<file path="src/core/mq_read_port_cfg.svh">
// Purpose: constants for the multi-queue read port and flag bus block
// Assumes: included by bare name
// Notes: byte offsets of the control/status registers on the register bus
`ifndef MQ_READ_PORT_CFG_SVH
`define MQ_READ_PORT_CFG_SVH
`define MQ_DATA_W 40
`define MQ_QUEUES 32
`define MQ_QUADS 4
`define MQ_FLAG_W 8
`define MQ_OFF_CTRL 8'h00
`define MQ_OFF_STAT 8'h04
`define MQ_OFF_QSTAT 8'h08
`define MQ_CTRL_PLL_BIT 0
`define MQ_CTRL_MIRROR_BIT 1
`define MQ_CTRL_MIRROR_LSB 2
`define MQ_CTRL_RESET 32'h0000_0000
`define MQ_AXI_OKAY 2'b00
`define MQ_AXI_SLVERR 2'b10
`endif

</file>
<file path="src/core/mq_read_port_pkg.sv">
// Purpose: types shared by the read port design
// Assumes: nothing
// Notes: polled quadrant sequence is Gray coded
package mq_read_port_pkg;
  typedef enum logic [1:0] {
    QUAD0 = 2'b00,
    QUAD1 = 2'b01,
    QUAD2 = 2'b11,
    QUAD3 = 2'b10
  } quad_e;
  typedef logic [39:0] word_t;
endpackage

</file>
<file path="src/core/queue_mem_if.sv">
// Purpose: carrier between the read port and its queue memory
// Assumes: one read per cycle
// Notes: data returns one clock after the address
`timescale 1ns/1ps
`default_nettype none
interface queue_mem_if;
  logic [4:0] rdAddr; // queue index to read
  logic rdEn; // read strobe
  logic [39:0] rdData; // registered read data
  logic [4:0] wrAddr; // queue index to write
  logic wrEn; // write strobe
  logic [39:0] wrData; // write data
  modport port (output rdAddr, output rdEn, input rdData,
                output wrAddr, output wrEn, output wrData);
  modport mem (input rdAddr, input rdEn, output rdData,
               input wrAddr, input wrEn, input wrData);
endinterface
`default_nettype wire

</file>
<file path="src/core/queue_head_mem.sv">
// Purpose: head word store, one word per queue
// Assumes: single clock
// Notes: read data come out of a register
`timescale 1ns/1ps
`default_nettype none
`include "mq_read_port_cfg.svh"
module queue_head_mem (
  // clock
  input wire logic clk,
  // memory port
  queue_mem_if.mem mp
);
  logic [39:0] store [0:`MQ_QUEUES-1]; // head words
  logic [39:0] rdData_r; // registered output

  // write then registered read
  always_ff @(posedge clk) begin
    if (mp.wrEn) begin
      store[mp.wrAddr] <= mp.wrData;
    end
    if (mp.rdEn) begin
      rdData_r <= store[mp.rdAddr];
    end
  end

  assign mp.rdData = rdData_r;
endmodule // queue_head_mem
`default_nettype wire

</file>
<file path="src/core/multiqueue_read_port_flag_bus.sv">
// Purpose: read port, flag pins and flag status buses of a multi-queue buffer
// Assumes: one clock stands for both read and write clocks; pins synced twice
// Notes: three-state pins are split into value and enable
`timescale 1ns/1ps
`default_nettype none
`include "mq_read_port_cfg.svh"
// Functional notes
// - master drives data while enable low
// - slave floats data until selected
// - almost-empty pin follows selected read queue
// - empty status bus eight queues per quadrant
// - empty bus in direct or polled mode
// - empty status bus can float
// - direct mode quadrant picked by strobe, address
// - polled mode steps quadrants, sync pulse
// - almost-full pin follows selected write queue
// - full status bus eight bits, floatable
// - full quadrant picked by strobe, address, enable
// - polled full bus steps each edge
// - pll enable selects internal output timing; code also needs ctrl pll bit set, which resets to 0
// - data out when enables low, queue selected
// - address enable selects new read queue
// - almost-empty pin may mirror onto bus
// - new queue data on second cycle
// - top bits match id, low two quadrant
// - flag mode at reset: high polled
// - master select at reset: high master
module multiqueue_read_port_flag_bus (
  // clock and reset
  input wire logic clk,
  input wire logic reset,
  // configuration pins
  input wire logic flagModeSelect,
  input wire logic masterSelect,
  input wire logic [2:0] deviceId,
  input wire logic pllEnable,
  // read side pins
  input wire logic readEnableN,
  input wire logic outputEnableN,
  input wire logic readAddrEnable,
  input wire logic [7:0] readAddrBus,
  input wire logic emptyFlagStrobe,
  // write side pins
  input wire logic writeAddrEnable,
  input wire logic [7:0] writeAddrBus,
  input wire logic fullFlagStrobe,
  // queue levels from the core
  input wire logic [31:0] queueAlmostEmpty,
  input wire logic [31:0] queueAlmostFull,
  // head word load from the core
  input wire logic headWrEn,
  input wire logic [4:0] headWrQueue,
  input wire logic [39:0] headWrData,
  // data output
  output logic [39:0] dataOut,
  output logic dataOutEn,
  // flag pins
  output logic almostEmptyFlagN,
  output logic almostEmptyFlagEn,
  output logic almostFullFlagN,
  output logic almostFullFlagEn,
  output logic [7:0] almostEmptyStatusBus,
  output logic almostEmptyStatusEn,
  output logic [7:0] almostFullStatusBus,
  output logic almostFullStatusEn,
  output logic emptyFlagSync,
  output logic fullFlagSync,
  // axi4-lite slave
  input wire logic [7:0] awaddr,
  input wire logic awvalid,
  output logic awready,
  input wire logic [31:0] wdata,
  input wire logic [3:0] wstrb,
  input wire logic wvalid,
  output logic wready,
  output logic [1:0] bresp,
  output logic bvalid,
  input wire logic bready,
  input wire logic [7:0] araddr,
  input wire logic arvalid,
  output logic arready,
  output logic [31:0] rdata,
  output logic [1:0] rresp,
  output logic rvalid,
  input wire logic rready
);
  // two flop synchronisers for pins, first stage read only by second
  logic [27:0] pinMeta_r; // first stage
  logic [27:0] pinSync_r; // second stage
  logic [27:0] pinRaw; // packed pin inputs
  assign pinRaw = {flagModeSelect, masterSelect, deviceId, pllEnable, readEnableN,
                   outputEnableN, readAddrEnable, readAddrBus, emptyFlagStrobe,
                   writeAddrEnable, writeAddrBus, fullFlagStrobe};
  always_ff @(posedge clk) begin
    pinMeta_r <= pinRaw;
    pinSync_r <= pinMeta_r;
  end
  // synced pin names
  wire fmS = pinSync_r[27];
  wire mastS = pinSync_r[26];
  wire [2:0] idS = pinSync_r[25:23];
  wire pllS = pinSync_r[22];
  wire renS = pinSync_r[21];
  wire oenS = pinSync_r[20];
  wire radenS = pinSync_r[19];
  wire [7:0] rdAddrS = pinSync_r[18:11];
  wire estrS = pinSync_r[10];
  wire wadenS = pinSync_r[9];
  wire [7:0] wrAddrS = pinSync_r[8:1];
  wire fstrS = pinSync_r[0];

  // straps caught while reset is held, so the value seen at release is kept
  logic polled_r; // polled flag bus mode
  logic master_r; // master role
  logic [2:0] id_r; // device identity
  always_ff @(posedge clk) begin
    if (reset) begin
      polled_r <= fmS;
      master_r <= mastS;
      id_r <= idS;
    end
  end

  // register bus state
  logic [31:0] ctrl_r; // pll gate and mirror lane
  logic awHeld_r, wHeld_r; // captured halves of a write
  logic [7:0] awAddr_r;
  logic [31:0] wData_r;
  logic [3:0] wStrb_r;
  wire pllCtl = ctrl_r[`MQ_CTRL_PLL_BIT];
  wire mirrorOn = ctrl_r[`MQ_CTRL_MIRROR_BIT];
  wire [2:0] mirrorLane = ctrl_r[`MQ_CTRL_MIRROR_LSB +: 3];

  // read address decode: top bits match identity
  wire rdIdHit = (rdAddrS[7:5] == id_r);
  wire wrIdHit = (wrAddrS[7:5] == id_r);
  wire rdSelect = radenS & rdIdHit;
  wire rdDeselect = radenS & ~rdIdHit;
  wire [1:0] rdQuad = rdAddrS[1:0];
  wire [1:0] wrQuad = wrAddrS[1:0];

  // read queue selection state
  logic [4:0] rdQueue_r; // selected read queue
  logic rdSelected_r; // this device owns the read port
  logic everSelected_r; // slave has been selected once
  logic switchPipe_r; // queue change, seen one cycle late
  always_ff @(posedge clk) begin
    if (reset) begin
      rdQueue_r <= 5'h00;
      rdSelected_r <= 1'b0;
      everSelected_r <= 1'b0;
      switchPipe_r <= 1'b0;
    end else begin
      switchPipe_r <= rdSelect;
      if (rdSelect) begin
        rdQueue_r <= rdAddrS[4:0];
        rdSelected_r <= 1'b1;
        everSelected_r <= 1'b1;
      end else if (rdDeselect) begin
        rdSelected_r <= 1'b0;
      end
    end
  end

  // write queue selection for the full flag
  logic [4:0] wrQueue_r; // selected write queue
  logic wrSelected_r;
  always_ff @(posedge clk) begin
    if (reset) begin
      wrQueue_r <= 5'h00;
      wrSelected_r <= 1'b0;
    end else if (wadenS & ~fstrS) begin
      wrQueue_r <= wrAddrS[4:0];
      wrSelected_r <= wrIdHit;
    end
  end

  // head word memory
  queue_mem_if memBus ();
  queue_head_mem headMem (
    .clk(clk),
    .mp(memBus.mem)
  );
  // read when enabled, or on the second cycle of a queue switch
  wire readFire = rdSelected_r & ~renS & ~oenS;
  wire switchLoad = switchPipe_r;
  assign memBus.rdAddr = rdQueue_r;
  assign memBus.rdEn = readFire | switchLoad;
  assign memBus.wrAddr = headWrQueue;
  assign memBus.wrEn = headWrEn;
  assign memBus.wrData = headWrData;

  // output enable of the data bus
  wire driveAllowed = master_r | everSelected_r;
  wire dataEnNxt = driveAllowed & ~oenS;
  // pll path: with pll on, data are taken one stage later off the memory register
  logic [39:0] pllStage_r;
  wire usePll = pllS & pllCtl;
  logic dataValid_r;
  logic pllValid_r; // valid one stage later, else the pll path shows stale data
  always_ff @(posedge clk) begin
    if (reset) begin
      dataOut <= 40'h00_0000_0000;
      dataOutEn <= 1'b0;
      pllStage_r <= 40'h00_0000_0000;
      dataValid_r <= 1'b0;
      pllValid_r <= 1'b0;
    end else begin
      dataOutEn <= dataEnNxt;
      dataValid_r <= memBus.rdEn;
      pllValid_r <= dataValid_r;
      pllStage_r <= memBus.rdData;
      if (usePll ? pllValid_r : dataValid_r) begin
        dataOut <= usePll ? pllStage_r : memBus.rdData;
      end
    end
  end

  // polled quadrant sequencers, gray along the path
  mq_read_port_pkg::quad_e eQuad_r, eQuad_nxt, fQuad_r, fQuad_nxt;
  always_comb begin
    case (eQuad_r)
      mq_read_port_pkg::QUAD0: eQuad_nxt = mq_read_port_pkg::QUAD1;
      mq_read_port_pkg::QUAD1: eQuad_nxt = mq_read_port_pkg::QUAD2;
      mq_read_port_pkg::QUAD2: eQuad_nxt = mq_read_port_pkg::QUAD3;
      mq_read_port_pkg::QUAD3: eQuad_nxt = mq_read_port_pkg::QUAD0;
      default: eQuad_nxt = mq_read_port_pkg::QUAD0;
    endcase
    case (fQuad_r)
      mq_read_port_pkg::QUAD0: fQuad_nxt = mq_read_port_pkg::QUAD1;
      mq_read_port_pkg::QUAD1: fQuad_nxt = mq_read_port_pkg::QUAD2;
      mq_read_port_pkg::QUAD2: fQuad_nxt = mq_read_port_pkg::QUAD3;
      mq_read_port_pkg::QUAD3: fQuad_nxt = mq_read_port_pkg::QUAD0;
      default: fQuad_nxt = mq_read_port_pkg::QUAD0;
    endcase
  end

  // direct quadrant latches; empty strobe with address enable is ignored, full strobe needs it
  logic [1:0] eDirQuad_r, fDirQuad_r;
  logic eOwn_r, fOwn_r; // this device owns the status bus
  wire eStrobeTake = estrS & ~radenS;
  wire fStrobeTake = fstrS & wadenS;
  always_ff @(posedge clk) begin
    if (reset) begin
      eQuad_r <= mq_read_port_pkg::QUAD0;
      fQuad_r <= mq_read_port_pkg::QUAD0;
      eDirQuad_r <= 2'h0;
      fDirQuad_r <= 2'h0;
      eOwn_r <= 1'b0;
      fOwn_r <= 1'b0;
    end else begin
      eQuad_r <= eQuad_nxt;
      fQuad_r <= fQuad_nxt;
      if (eStrobeTake) begin
        eDirQuad_r <= rdQuad;
        eOwn_r <= rdIdHit;
      end
      if (fStrobeTake) begin
        fDirQuad_r <= wrQuad;
        fOwn_r <= wrIdHit;
      end
    end
  end

  // quadrant index into the queue vectors, gray state decoded to binary
  wire [1:0] ePollBin = {eQuad_r[1], eQuad_r[1] ^ eQuad_r[0]};
  wire [1:0] fPollBin = {fQuad_r[1], fQuad_r[1] ^ fQuad_r[0]};
  wire [1:0] eQuadSel = polled_r ? ePollBin : eDirQuad_r;
  wire [1:0] fQuadSel = polled_r ? fPollBin : fDirQuad_r;
  wire [7:0] eQuadBits = queueAlmostEmpty[{eQuadSel, 3'h0} +: 8];
  wire [7:0] fQuadBits = queueAlmostFull[{fQuadSel, 3'h0} +: 8];
  wire aeNow = queueAlmostEmpty[rdQueue_r];
  wire afNow = queueAlmostFull[wrQueue_r];

  // active low status lanes with optional mirror of the single flag
  logic [7:0] eLaneNxt;
  genvar lane;
  generate
    for (lane = 0; lane < 8; lane++) begin : g_lane
      assign eLaneNxt[lane] = (mirrorOn && mirrorLane == 3'(lane)) ? ~aeNow
                              : ~eQuadBits[lane];
    end
  endgenerate

  // flag outputs, the bus floats when this device does not own it
  wire busRole = master_r | everSelected_r;
  always_ff @(posedge clk) begin
    if (reset) begin
      almostEmptyFlagN <= 1'b1;
      almostEmptyFlagEn <= 1'b0;
      almostFullFlagN <= 1'b1;
      almostFullFlagEn <= 1'b0;
      almostEmptyStatusBus <= 8'hff;
      almostEmptyStatusEn <= 1'b0;
      almostFullStatusBus <= 8'hff;
      almostFullStatusEn <= 1'b0;
      emptyFlagSync <= 1'b0;
      fullFlagSync <= 1'b0;
    end else begin
      almostEmptyFlagN <= ~aeNow;
      almostEmptyFlagEn <= rdSelected_r;
      almostFullFlagN <= ~afNow;
      almostFullFlagEn <= wrSelected_r;
      almostEmptyStatusBus <= eLaneNxt;
      almostEmptyStatusEn <= polled_r ? busRole : eOwn_r;
      almostFullStatusBus <= ~fQuadBits;
      almostFullStatusEn <= polled_r ? busRole : fOwn_r;
      emptyFlagSync <= polled_r & (eQuadSel == 2'h0);
      fullFlagSync <= polled_r & (fQuadSel == 2'h0);
    end
  end

  // axi4-lite write: address and data in either order, response after both
  wire wrGo = awHeld_r & wHeld_r & ~bvalid;
  wire wrCtrlHit = (awAddr_r == `MQ_OFF_CTRL);
  always_ff @(posedge clk) begin
    if (reset) begin
      awHeld_r <= 1'b0;
      wHeld_r <= 1'b0;
      awAddr_r <= 8'h00;
      wData_r <= 32'h0000_0000;
      wStrb_r <= 4'h0;
      awready <= 1'b0;
      wready <= 1'b0;
      bvalid <= 1'b0;
      bresp <= `MQ_AXI_OKAY;
      ctrl_r <= `MQ_CTRL_RESET;
    end else begin
      awready <= ~awHeld_r & ~awready & awvalid;
      wready <= ~wHeld_r & ~wready & wvalid;
      if (awready & awvalid) begin
        awHeld_r <= 1'b1;
        awAddr_r <= awaddr;
      end
      if (wready & wvalid) begin
        wHeld_r <= 1'b1;
        wData_r <= wdata;
        wStrb_r <= wstrb;
      end
      if (wrGo) begin
        bvalid <= 1'b1;
        bresp <= wrCtrlHit ? `MQ_AXI_OKAY : `MQ_AXI_SLVERR;
        if (wrCtrlHit & wStrb_r[0]) begin
          ctrl_r <= {27'h000_0000, wData_r[4:0]};
        end
      end else if (bvalid & bready) begin
        bvalid <= 1'b0;
        awHeld_r <= 1'b0;
        wHeld_r <= 1'b0;
      end
    end
  end

  // axi4-lite read: one cycle to accept, data next cycle
  logic [31:0] rdMux;
  logic rdHit;
  always_comb begin
    rdHit = 1'b1;
    case (araddr)
      `MQ_OFF_CTRL: rdMux = ctrl_r;
      `MQ_OFF_STAT: rdMux = {20'h0_0000, id_r, master_r, polled_r, everSelected_r,
                             rdSelected_r, rdQueue_r[4:0]};
      `MQ_OFF_QSTAT: rdMux = {queueAlmostFull[15:0] & 16'hffff, queueAlmostEmpty[15:0]};
      default: begin
        rdMux = 32'h0000_0000;
        rdHit = 1'b0;
      end
    endcase
  end
  always_ff @(posedge clk) begin
    if (reset) begin
      arready <= 1'b0;
      rvalid <= 1'b0;
      rdata <= 32'h0000_0000;
      rresp <= `MQ_AXI_OKAY;
    end else begin
      arready <= ~arready & ~rvalid & arvalid;
      if (arready & arvalid) begin
        rvalid <= 1'b1;
        rdata <= rdMux;
        rresp <= rdHit ? `MQ_AXI_OKAY : `MQ_AXI_SLVERR;
      end else if (rvalid & rready) begin
        rvalid <= 1'b0;
      end
    end
  end
endmodule // multiqueue_read_port_flag_bus
`default_nettype wire

</file>
<file path="config.mk">
export PLATFORM = sky130hd
export DESIGN_NAME = multiqueue_read_port_flag_bus
export DESIGN_NICKNAME = d
export VERILOG_FILES = /design/src/core/mq_read_port_pkg.sv /design/src/core/queue_mem_if.sv /design/src/core/queue_head_mem.sv /design/src/core/multiqueue_read_port_flag_bus.sv
export VERILOG_INCLUDE_DIRS = /design/src /design/src/core
export SDC_FILE = /design/constraint.sdc
export NUM_CORES = 1
export LEC_CHECK = 0
export BUFFER_PORTS_ARGS = -buffer_cell sky130_fd_sc_hd__buf_2
export CAP_MARGIN = 5
export CORE_MARGIN = 10
export CORE_UTILIZATION = 55
export DETAILED_ROUTE_END_ITERATION = 7
export PLACE_DENSITY = 0.8
export REMOVE_ABC_BUFFERS = 1
export SLEW_MARGIN = 40
export SYNTH_ARGS = -nofsm -noshare
export SYNTH_HDL_FRONTEND = slang
export SYNTH_SLANG_ARGS = --single-unit
</file>
<file path="constraint.sdc">
create_clock -name clk -period 3 [get_ports clk]
set_clock_uncertainty 0.05 [all_clocks]
set_input_delay 0.3 -clock clk [delete_from_list [all_inputs] [get_ports clk]]
set_output_delay 0.3 -clock clk [all_outputs]
set_load 0.01 [all_outputs]
</file>
==> metrics.cfg <==
[place]
place.port_buffers=270
gp_congestion=0.890
dpl.hpwl_mm=78.0
post-place-ws_ps=410

[power_and_ir_drop]
p_per_area_nw_per_um2=653
power_uw=45300
intPower_uw=35900
pwr-share-comb=0.045
p_switching_uw=9410
power.leakage_uw=0.0223
p_seq_frac=0.533
irDropWorstVdd_mv=0.579
switching_share=0.208
p_clk_frac=0.422

[yosys]
synth_cells=2804
ys_types=37
ys_warn_count=0
synth_top_area_frac=0.675
yosysSeqAreaShare=0.759
syn-cell-area_sq_um=58900
synth-seq-cells=1572
ys_top_cells_by_area=edfxtp_1 68%, mux4_2 16%, dfxtp_1 8.4%
postSynthAreaPerCell_sq_um=21.0
synth_top_area_cell=edfxtp_1

[clock_network]
clock-sinks=1572
clock_latency_ps=770
ctsResizeCount=0
cts_setup_buffers=0
clockBufferDepth=3
cts_tree=done
cts_buffers=152
htree_levels=4
cts_root_buf=clkbuf_16
clkTransAtPathRegs_ps=60

[route]
drt_pass1_iterations=5
wl_per_cell_microns=32.7
drt_iter0_markers=4228
num_vias=31354
wl_mm=158
via_per_inst=6.49
antenna_left=0
drc=0

[sta]
worst_slew_pin_slew_ps=835
drv_slew=0
max_freq_ghz=0.372
maxSlewHeadroom=0.442
period_needed_ps=2690
hold_slack_ps=62.3
rsz0062_at_grt=no
final.period_utilization=0.897
layout_setup_ws_ps=309
setup_violations=0
hold_violations=0

[floorplanning]
rows=120
io_pins=303
die_h_microns=347
die_w_microns=347
core_sq_um=107000
dieArea_sq_um=121000
start_util=0.552

[critical_path]
cp.arrival_ps=3140
crit_type=flip-flop to flip-flop
crit_slowest_cell=mux4_2
cp_cell_sequence=buf_12 > buf_4 > mux4_2 > mux4_2 > mux2_2
critPathMaxStageDelay_ps=580
crit_top_cell=mux4_2
critPathRequiredTime_ps=3450
cp-start-kind=flip-flop
cp_max_fo=28
crit_family=multiplexers
crit_buf_inv=2
timing.critical_path.to_type=flip-flop

[grt]
antenna_found_initial=5
grt-ovfl-total=0
first_global_vias=32515
grt_pass1_wl_mm=230
grt_max_degree=108
track_usage=0.262

[finish]
finalNetCount=3509
multi_input_area_sq_um=13700
drive_gt1_frac=0.322
regArea_sq_um=44800
utilization=0.651
syn2layout_area_growth_pct=17.9
final_common_cell=edfxtp_1
fillCellCount=6472
final_cell_mix=1,325 x edfxtp_1, 426 x mux4_2, 269 x buf_2

[worst_hold_path]
hold_class=input pin to flip-flop

[status]
status=completed

[run]
drv_cap=0

## timing repair
action,in CTS,in global routing
endpoints found under the setup margin,0,0
hold buffers,145,0
hold endpoints to repair,1367,0
## cell type report
class                      instances  share of cell area
sequential                      1572               0.644
clock inverter                    75              0.0106
clock buffer                     201              0.0609
inverter                           6            0.000324
multi-input combinational       1064               0.197
timing repair buffer             510              0.0613
antenna                            2           0.0000720
tap                             1403              0.0253
## cells in the mapped netlist, drive strengths merged
cell type and number:
edfxtp 1325, mux4 426, dfxtp 247, nor2 146, clkbuf 111, nand2 82, nand3 66, nor2b 56
buf 52, mux2i 45, mux2 41, a21oi 40, a311oi 40, a22oi 36, nor3 17, nand2b 14
o21ai 13, ha 6, inv 6, nand3b 6, xor2 6, a211oi 4, nor4b 3, or3b 3
a21o 2, and2 2, o21a 2, or4 2, conb 1, nand4 1, nor4 1, or2 1
or3 1
## final timing paths
| check | startpoint | endpoint | slack, ps | cells after the start |
|---|---|---|---|---|
| max | memBus.rdAddr[0]$_SDFFE_PP0P_ | headMem.mp.rdData[25]$_DFFE_PP_ | 310 | 5 |
| min | queueAlmostEmpty[25] | almostEmptyStatusBus[1]$_SDFF_PP1_ | 60 | 5 |
| max reg2reg | memBus.rdAddr[0]$_SDFFE_PP0P_ | headMem.mp.rdData[25]$_DFFE_PP_ | 310 | 5 |
| min reg2reg | pinMeta_r[9]$_DFF_P_ | pinSync_r[9]$_DFF_P_ | 270 | 0 |
## metrics by stage
stage	instance area, sq um	setup TNS [ps]	std cells
2_1_floorplan	58200	-637350	2642
3_3_place_gp	63000	0	4410
3_5_place_dp	63000	0	4410
4_1_cts	69500	0	4831
5_1_grt	69500	0	4832
6_report	69500	0	4833
## cell families after synthesis
logic type	synth area share
compound gates	0.0161
xor+xnor	0.000892
fa+ha+maj	0.00127
buf+inv	0.0125
flops	0.759
mux	0.178
other cells	0.0000636
simple gates	0.0316
## state kept, by name, indices dropped and copies added, names as in the netlist, 28 cells and up
name,cells
headMem.mp.rdData,40
dataOut,40
pllStage_r,40
pinSync_r,28
rdata,32
headMem.store,1280
pinMeta_r,28
## worst min-delay path, cell delays in order
cell and delay, ps:
buf_2 90, mux4_2 230, a21oi_1 40, nor2_1 70
o21ai_0 80
## power groups by stage
stage	combinational [uW]	clock [uW]	sequential, uW
CTS	2020	19400	24200
detailed placement	1810	0	24600
finish	2030	19100	24200
global placement	1730	0	24600
global route	2150	20100	24200
floorplan	1090	0	24700
## layer usage
| metal | part of all wire | track usage | routed length (microns) | vias to the layer above |
|---|---|---|---|---|
| met2 | 0.52 | 0.449 | 81700 | 2229 |
| met3 | 0.11 | 0.0548 | 16800 | 413 |
| li1 | - | - | - | 12540 |
| met1 | 0.34 | 0.326 | 53400 | 16166 |
| met5 | 0.00022 | 0 | 35 | - |
| met4 | 0.039 | 0.102 | 6180 | 6 |
Note: power is estimated with default switching activity, not from simulation.
